===== config.mk =====
export PLATFORM = sky130hd
export DESIGN_NAME = pcpsl_port_regs
export DESIGN_NICKNAME = d
export VERILOG_FILES = /design/src/common/pcpsl_pkg.sv /design/src/design/pcpsl_err_flags.sv /design/src/design/pcpsl_port_regs.sv
export VERILOG_INCLUDE_DIRS = /design/src /design/src/common
export SDC_FILE = /design/constraint.sdc
export NUM_CORES = 1
export LEC_CHECK = 0
export ABC_AREA = 1
export BUFFER_PORTS_ARGS = -buffer_cell sky130_fd_sc_hd__buf_2
export CORE_MARGIN = 1.5
export CORE_UTILIZATION = 40
export CTS_CLUSTER_SIZE = 30
export DETAILED_ROUTE_END_ITERATION = 7
export PLACE_DENSITY = 0.8
export SYNTH_ARGS = -nofsm -noshare
export SYNTH_HDL_FRONTEND = slang
export SYNTH_SLANG_ARGS = --single-unit

===== constraint.sdc =====
create_clock -name sys_clk -period 1.4 [get_ports sys_clk]
set_clock_uncertainty 0.1 [all_clocks]
set_input_delay 0 -clock sys_clk [delete_from_list [all_inputs] [get_ports sys_clk]]
set_output_delay 0 -clock sys_clk [all_outputs]
set_load 0.02 [all_outputs]

===== src/common/pcpsl_regs.svh =====
`ifndef PCPSL_REGS_SVH
`define PCPSL_REGS_SVH
// byte addresses of the two configuration words
`define PCPSL_DEV_STATUS_OFF 8'hC8
`define PCPSL_LINK_CAP_OFF 8'hCC
// block-local interrupt mask and load control registers
`define PCPSL_IRQ_MASK_OFF 8'hD8
`define PCPSL_LOAD_CTRL_OFF 8'hDC
// device status field positions
`define PCPSL_ST_CORR_BIT 16
`define PCPSL_ST_NONFATAL_BIT 17
`define PCPSL_ST_FATAL_BIT 18
`define PCPSL_ST_UNSUP_BIT 19
`define PCPSL_ST_AUX_BIT 20
`define PCPSL_ST_PEND_BIT 21
`define PCPSL_ST_ERR_LSB 16
`define PCPSL_ST_AUX_RST 1'h1
`define PCPSL_ST_PEND_VAL 1'h0
// link capability field defaults
`define PCPSL_CAP_SPEED_RST 4'h2
`define PCPSL_CAP_WIDTH_RST 6'h01
`define PCPSL_CAP_ASPM_RST 2'h3
`define PCPSL_CAP_L0S_RST 3'h3
`define PCPSL_CAP_L1_RST 3'h0
// timing of the exit latency ranges, for reference
`define PCPSL_L0S_EXIT_MIN_NS 256
`define PCPSL_L1_EXIT_MIN_US 16
`endif


===== src/common/pcpsl_pkg.sv =====
package pcpsl_pkg;
  typedef enum logic [1:0] {
    PCPSL_RESP_OKAY = 2'h0,
    PCPSL_RESP_SLVERR = 2'h2
  } pcpsl_resp_t;
  typedef logic [3:0] pcpsl_err_t;
endpackage


===== src/design/pcpsl_err_flags.sv =====
`timescale 1ns/100ps
// four sticky write-one-to-clear error flags
module pcpsl_err_flags
  import pcpsl_pkg::*;
(
  input wire logic sys_clk,
  input wire logic resetn,
  input wire pcpsl_err_t err_event,
  input wire pcpsl_err_t clear_mask,
  output pcpsl_err_t flags
);
  pcpsl_err_t flags_r;
  pcpsl_err_t flags_nxt;
  // set wins over clear; zero bits in the write leave flags alone
  assign flags_nxt = (flags_r & ~clear_mask) | err_event;
  assign flags = flags_r;
  always_ff @(posedge sys_clk or negedge resetn) begin
    if (!resetn) begin
      flags_r <= 4'h0;
    end else begin
      flags_r <= flags_nxt;
    end
  end
endmodule


===== src/design/pcpsl_port_regs.sv =====
// The implementer's own choice: the AXI4-Lite register port.
`timescale 1ns/100ps
`include "pcpsl_regs.svh"
// Overview of operation
// - correctable error sets status bit 16; write one clears; resets zero
// - non-fatal error sets status bit 17; write one clears; resets zero
// - fatal error sets status bit 18; write one clears; resets zero
// - unsupported request sets status bit 19; write one clears; resets zero
// - flags log regardless of any reporting enable
// - status bit 20 read-only aux power present, resets to one
// - status bit 21 pending transactions always reads zero
// - capability 3:0 max speed read-only, resets to 5.0 Gb/s code 0010b
// - capability 9:4 max width read-only, resets to x1
// - capability 11:10 ASPM support read-only, resets to 11b
// - capability 14:12 L0s exit latency read-only, resets to 011b
// - capability 17:15 L1 exit latency read-only, resets to 000b
// - capability 18 clock PM resets to one upstream, zero downstream
// - capability 19 surprise down: one downstream, zero upstream
// - capability 20 link active reporting: zero on every port
// - capability 21 bandwidth notify: zero upstream, one downstream
// - capability 31:24 port number resets to port index
// - ASPM, latency and port number defaults reloadable by loader port
module pcpsl_port_regs
  import pcpsl_pkg::*;
#(
  parameter logic [1:0] PORT_INDEX = 2'h0
)
(
  input wire logic sys_clk,
  input wire logic resetn,
  input wire logic err_corr,
  input wire logic err_nonfatal,
  input wire logic err_fatal,
  input wire logic err_unsup,
  input wire logic load_valid,
  input wire logic [1:0] load_aspm,
  input wire logic [2:0] load_l0s_lat,
  input wire logic [2:0] load_l1_lat,
  input wire logic [7:0] load_port_num,
  input wire logic [1:0] load_clkpm_ds,
  input wire logic [7:0] s_axi_awaddr,
  input wire logic s_axi_awvalid,
  output logic s_axi_awready,
  input wire logic [31:0] s_axi_wdata,
  input wire logic [3:0] s_axi_wstrb,
  input wire logic s_axi_wvalid,
  output logic s_axi_wready,
  output logic [1:0] s_axi_bresp,
  output logic s_axi_bvalid,
  input wire logic s_axi_bready,
  input wire logic [7:0] s_axi_araddr,
  input wire logic s_axi_arvalid,
  output logic s_axi_arready,
  output logic [31:0] s_axi_rdata,
  output logic [1:0] s_axi_rresp,
  output logic s_axi_rvalid,
  input wire logic s_axi_rready,
  output logic irq
);
  // port 0 is the upstream port; ports 1 and 2 face downstream
  wire is_upstream = (PORT_INDEX == 2'h0);

  // AXI write holding and write/read response registers
  logic aw_held_r;
  logic [7:0] aw_addr_r;
  logic w_held_r;
  logic [31:0] w_data_r;
  logic [3:0] w_strb_r;
  logic bvalid_r;
  logic [1:0] bresp_r;
  logic rvalid_r;
  logic [31:0] rdata_r;
  logic [1:0] rresp_r;
  // reloadable capability fields
  logic [1:0] cap_aspm_r;
  logic [2:0] cap_l0s_r;
  logic [2:0] cap_l1_r;
  logic [7:0] cap_port_r;
  logic cap_clkpm_r;
  // interrupt mask, same layout as the status word
  logic [3:0] irq_mask_r;

  function automatic logic addr_is(input logic [7:0] a,
                                   input logic [7:0] off);
    addr_is = (a[7:2] == off[7:2]);
  endfunction

  // accept address and data independently, either order
  assign s_axi_awready = !aw_held_r && !bvalid_r;
  assign s_axi_wready = !w_held_r && !bvalid_r;
  wire aw_fire = s_axi_awvalid && s_axi_awready;
  wire w_fire = s_axi_wvalid && s_axi_wready;
  wire aw_have = aw_held_r || aw_fire;
  wire w_have = w_held_r || w_fire;
  wire [7:0] wr_addr = aw_held_r ? aw_addr_r : s_axi_awaddr;
  wire [31:0] wr_data = w_held_r ? w_data_r : s_axi_wdata;
  wire [3:0] wr_strb = w_held_r ? w_strb_r : s_axi_wstrb;
  wire wr_go = aw_have && w_have && !bvalid_r;

  // write decode
  wire wr_status = wr_go && addr_is(wr_addr, `PCPSL_DEV_STATUS_OFF);
  wire wr_mask = wr_go && addr_is(wr_addr, `PCPSL_IRQ_MASK_OFF);
  wire wr_known = addr_is(wr_addr, `PCPSL_DEV_STATUS_OFF) ||
                  addr_is(wr_addr, `PCPSL_LINK_CAP_OFF) ||
                  addr_is(wr_addr, `PCPSL_IRQ_MASK_OFF) ||
                  addr_is(wr_addr, `PCPSL_LOAD_CTRL_OFF);

  // w1c of the error flags lives in byte lane 2
  wire [3:0] err_clear = (wr_status && wr_strb[2]) ?
                         wr_data[`PCPSL_ST_UNSUP_BIT:`PCPSL_ST_ERR_LSB] :
                         4'h0;
  // raw detection drives the flags, no enable gating
  wire [3:0] err_event = {err_unsup, err_fatal, err_nonfatal,
                          err_corr};
  pcpsl_err_t err_flags;

  pcpsl_err_flags u_flags (
    .sys_clk(sys_clk),
    .resetn(resetn),
    .err_event(err_event),
    .clear_mask(err_clear),
    .flags(err_flags)
  );

  // status word: error flags, aux power, pending transactions
  wire [31:0] status_word = {10'h000,
                             `PCPSL_ST_PEND_VAL,
                             `PCPSL_ST_AUX_RST,
                             err_flags,
                             16'h0000};

  // fields fixed per port role; bit 20 is zero everywhere
  wire cap_sdown = !is_upstream;
  wire cap_dll = 1'b0;
  wire cap_bwn = !is_upstream;
  wire [31:0] cap_word = {cap_port_r,
                          2'h0,
                          cap_bwn,
                          cap_dll,
                          cap_sdown,
                          cap_clkpm_r,
                          cap_l1_r,
                          cap_l0s_r,
                          cap_aspm_r,
                          `PCPSL_CAP_WIDTH_RST,
                          `PCPSL_CAP_SPEED_RST};

  // read decode
  assign s_axi_arready = !rvalid_r;
  wire ar_fire = s_axi_arvalid && s_axi_arready;
  wire rd_status = addr_is(s_axi_araddr, `PCPSL_DEV_STATUS_OFF);
  wire rd_cap = addr_is(s_axi_araddr, `PCPSL_LINK_CAP_OFF);
  wire rd_mask = addr_is(s_axi_araddr, `PCPSL_IRQ_MASK_OFF);
  wire rd_load = addr_is(s_axi_araddr, `PCPSL_LOAD_CTRL_OFF);
  wire rd_known = rd_status || rd_cap || rd_mask || rd_load;
  wire [31:0] rd_word = rd_status ? status_word :
                        rd_cap ? cap_word :
                        rd_mask ? {12'h000, irq_mask_r, 16'h0000} :
                        32'h0000_0000;

  // level interrupt from any unmasked sticky flag
  assign irq = |(err_flags & irq_mask_r);

  assign s_axi_bvalid = bvalid_r;
  assign s_axi_bresp = bresp_r;
  assign s_axi_rvalid = rvalid_r;
  assign s_axi_rdata = rdata_r;
  assign s_axi_rresp = rresp_r;

  // address and data holding while the partner is late
  always_ff @(posedge sys_clk or negedge resetn) begin
    if (!resetn) begin
      aw_held_r <= 1'b0;
      aw_addr_r <= 8'h00;
      w_held_r <= 1'b0;
      w_data_r <= 32'h0000_0000;
      w_strb_r <= 4'h0;
    end else begin
      if (wr_go) begin
        aw_held_r <= 1'b0;
        w_held_r <= 1'b0;
      end else begin
        if (aw_fire) begin
          aw_held_r <= 1'b1;
          aw_addr_r <= s_axi_awaddr;
        end
        if (w_fire) begin
          w_held_r <= 1'b1;
          w_data_r <= s_axi_wdata;
          w_strb_r <= s_axi_wstrb;
        end
      end
    end
  end

  // write response; unmapped addresses answer with slave error
  always_ff @(posedge sys_clk or negedge resetn) begin
    if (!resetn) begin
      bvalid_r <= 1'b0;
      bresp_r <= 2'h0;
    end else if (wr_go) begin
      bvalid_r <= 1'b1;
      bresp_r <= wr_known ? PCPSL_RESP_OKAY : PCPSL_RESP_SLVERR;
    end else if (s_axi_bready) begin
      bvalid_r <= 1'b0;
    end
  end

  // read response registered one cycle after the address
  always_ff @(posedge sys_clk or negedge resetn) begin
    if (!resetn) begin
      rvalid_r <= 1'b0;
      rdata_r <= 32'h0000_0000;
      rresp_r <= 2'h0;
    end else if (ar_fire) begin
      rvalid_r <= 1'b1;
      rdata_r <= rd_word;
      rresp_r <= rd_known ? PCPSL_RESP_OKAY : PCPSL_RESP_SLVERR;
    end else if (s_axi_rready) begin
      rvalid_r <= 1'b0;
    end
  end

  // interrupt mask lives in byte lane 2, aligned with the flags
  always_ff @(posedge sys_clk or negedge resetn) begin
    if (!resetn) begin
      irq_mask_r <= 4'h0;
    end else if (wr_mask && wr_strb[2]) begin
      irq_mask_r <= wr_data[`PCPSL_ST_UNSUP_BIT:`PCPSL_ST_ERR_LSB];
    end
  end

  // loader overrides defaults; software writes never touch these
  // per-port defaults come straight out of reset, no settling window
  always_ff @(posedge sys_clk or negedge resetn) begin
    if (!resetn) begin
      cap_aspm_r <= `PCPSL_CAP_ASPM_RST;
      cap_l0s_r <= `PCPSL_CAP_L0S_RST;
      cap_l1_r <= `PCPSL_CAP_L1_RST;
      cap_port_r <= {6'h00, PORT_INDEX};
      cap_clkpm_r <= (PORT_INDEX == 2'h0);
    end else if (load_valid) begin
      cap_aspm_r <= load_aspm;
      cap_l0s_r <= load_l0s_lat;
      cap_l1_r <= load_l1_lat;
      cap_port_r <= load_port_num;
      cap_clkpm_r <= is_upstream ? load_clkpm_ds[0] : load_clkpm_ds[1];
    end
  end
endmodule


==> flow_summary.json <==
{
  "fin_setup_tns_ns": -0.0298,
  "ant_nets": 0,
  "drive_above_1_share_pct": 34.1,
  "place_ws_ns": -0.0630,
  "fmax_mhz": 705,
  "status": "complete, but fails checks",
  "viasPerCell": 4.62,
  "path_max_fanout": 5,
  "grt_usage_pct": 18.2,
  "synth-main-ff-cell": "dfrtp_1",
  "path_class": "register to register",
  "hold_viol_final": 0,
  "rsz0062_at_grt": "yes",
  "antenna_found_initial": 0,
  "cts_sinks": 62,
  "yosysSeqAreaShare_pct": 53.7,
  "total_power_mw": 5.87,
  "worst_setup_path_start_kind": "register",
  "synthCells": 329,
  "avgSynthCellArea_um2": 8.82,
  "ios": 124,
  "yosysTopAreaCell": "dfrtp_1",
  "fin_crit_sh_pct": 101,
  "whs_ns": 0.0186,
  "setup_viol_count_final": 3,
  "dieArea_um2": 7770,
  "power.density_nw_per_um2": 1410,
  "violations": "negative setup slack",
  "cts_buffers": 9,
  "wl_um": 6820,
  "worstHoldPathType": "input pin to register",
  "fp.dieH_um": 88.2,
  "final_nets": 543,
  "hpwlAfterDp_um": 4460,
  "place.gp.congestion": 0.805,
  "synth_edf_count": 0,
  "rows": 30,
  "core-area_um2": 6910,
  "ys_ff_latch": 62,
  "areaGrowthSynthToFinish_pct": 43.7,
  "num-fill-cells": 600,
  "finalMaxSlewViolations": 0,
  "fin_cells": 562,
  "fin_ws_ns": -0.0185,
  "grt_pass1_vias": 2503,
  "port_buffers": 74,
  "vias": 2598,
  "final_util_pct": 60.4,
  "ys_types": 28,
  "clk_latency_ns": 0.34,
  "place_area_um2": 3370,
  "synth-async-reset-ratio_pct": 100,
  "fp.dieW_um": 88.2,
  "yosysWarnings": 0,
  "fin_crit_ns": 1.42,
  "grt-ovfl-total": 0,
  "crit_required_ns": 1.53,
  "diodes": 0,
  "grt_pass1_wl_um": 10800,
  "cts_max_level": 3,
  "firstDrtPassIters": 4,
  "synth_top_area_share_pct": 49.2,
  "maxCapViolCount": 0,
  "cts.reportedPaths.clkPinSlew_ns": 0.07,
  "yosys-top-cells-area": "dfrtp_1, nand2_1, inv_1, o21ai_0, dfstp_2",
  "grt_start_max_net_pins": 30,
  "design_area_um2": 4170,
  "cts_root_buf": "clkbuf_8",
  "seqCellArea_um2": 1560,
  "dp.cells": 498,
  "wire_per_inst_um": 12.1,
  "multi_input_area_um2": 1180,
  "synth.cell_area_um2": 2900,
  "yosysMostFrequentCell": "nand2_1",
  "cp-end-kind": "register",
  "ir_drop_v": 0.00144,
  "dr.first_iter.drc_count": 98,
  "netlist_top_cells_count": "nand2_1, dfrtp_1, inv_1",
  "cts_tree": "built",
  "power.leakage_nw": 2.15,
  "drc": 0,
  "start_util_pct": 42.0,
  "critPathArrivalTime_ns": 1.55,
  "clockBufferDepth": 2
}
[sequential cells by signal, summed over array words and instances (netlist names), 2 cells and up]
register       flops
aw_addr_r          6
cap_aspm_r         2
cap_l0s_r          3
cap_l1_r           3
cap_port_r         8
irq_mask_r         4
s_axi_rdata       20
u_flags.flags      4
w_data_r           4
[critical path: stages (launching register included)]
cell,delay (ns)
dfrtp_1,0.43
buf_6,0.16
o21ai_2,0.16
nand2_2,0.08
nor2_4,0.16
nand2_2,0.09
nand2_1,0.07
nand2_1,0.05
[where the power goes]
| part | total [mW] | switching (mW) | internal, mW |
|---|---|---|---|
| sequential | 2.31 | 0.225 | 2.09 |
| clock | 1.74 | 0.731 | 1.01 |
| combinational | 1.82 | 1.11 | 0.710 |
[per-layer routing]
layer  vias up  track usage [%]  wire length, um
met5         -                0                0
met4         0             8.66              153
li1       1294                -                -
met2        89             30.3             3400
met3        19             4.62              318
met1      1196             22.2             2940
[final timing paths]
check	start	endpoint	slack (ns)	cells past startpoint
max reg2reg	aw_held_r$_DFFE_PN0P_	irq_mask_r[3]$_DFFE_PN0P_	-0.02	7
min reg2reg	s_axi_rdata[31]$_DFFE_PN0P_	s_axi_rdata[31]$_DFFE_PN0P_	0.38	2
max	aw_held_r$_DFFE_PN0P_	irq_mask_r[3]$_DFFE_PN0P_	-0.02	7
max in group asynchronous	resetn	cap_port_r[1]$_DFFE_PN0P_	0.57	3
min in group asynchronous	resetn	s_axi_rdata[12]$_DFFE_PN0P_	0.06	2
min	s_axi_awvalid	w_held_r$_DFFE_PN0P_	0.02	4
[cells in the final DEF, fill, tap and decap left out, types with 2 or more instances in the layout]
cell,instances
buf_2,74
buf_4,9
buf_6,2
bufinv_16,2
clkbuf_8,9
clkinvlp_4,2
conb_1,13
dfrtp_1,56
dfstp_2,5
dlygate4sd3_1,45
inv_1,38
inv_2,4
mux2_2,3
nand2_1,86
nand2_2,14
nand2_4,2
nand3_1,20
nand3_2,5
nand3_4,2
nand4_1,7
nor2_1,4
nor2_4,5
nor3_1,2
o21ai_0,28
o21ai_1,7
o21ai_2,11
o21ai_4,2
[kinds of logic after synthesis]
kind of cell	after synthesis	synth area share (%)
DFF	62	53.7
buffers and inverters	65	10.8
AOI/OAI and AO/OA	50	10.2
muxes	3	1.16
other	1	0.129
and+or+nand+nor	148	24.0
[cell type report]
class	instances	share of cell area [%]
clock buffer	9	2.97
clock inverter	7	2.34
inverter	42	3.78
multi-input combinational	215	28.3
sequential	62	37.4
tap	96	2.88
timing repair buffer	131	22.3
[repair_timing]
item,in CTS,in global routing
endpoints found under the setup margin,9,39
cloned,0,1
hold buffers,45,0
setup buffers,1,1
pin swaps,4,9
resized for setup,9,20
endpoints found under the hold margin,104,0
Power figures use the tool's default switching activity.
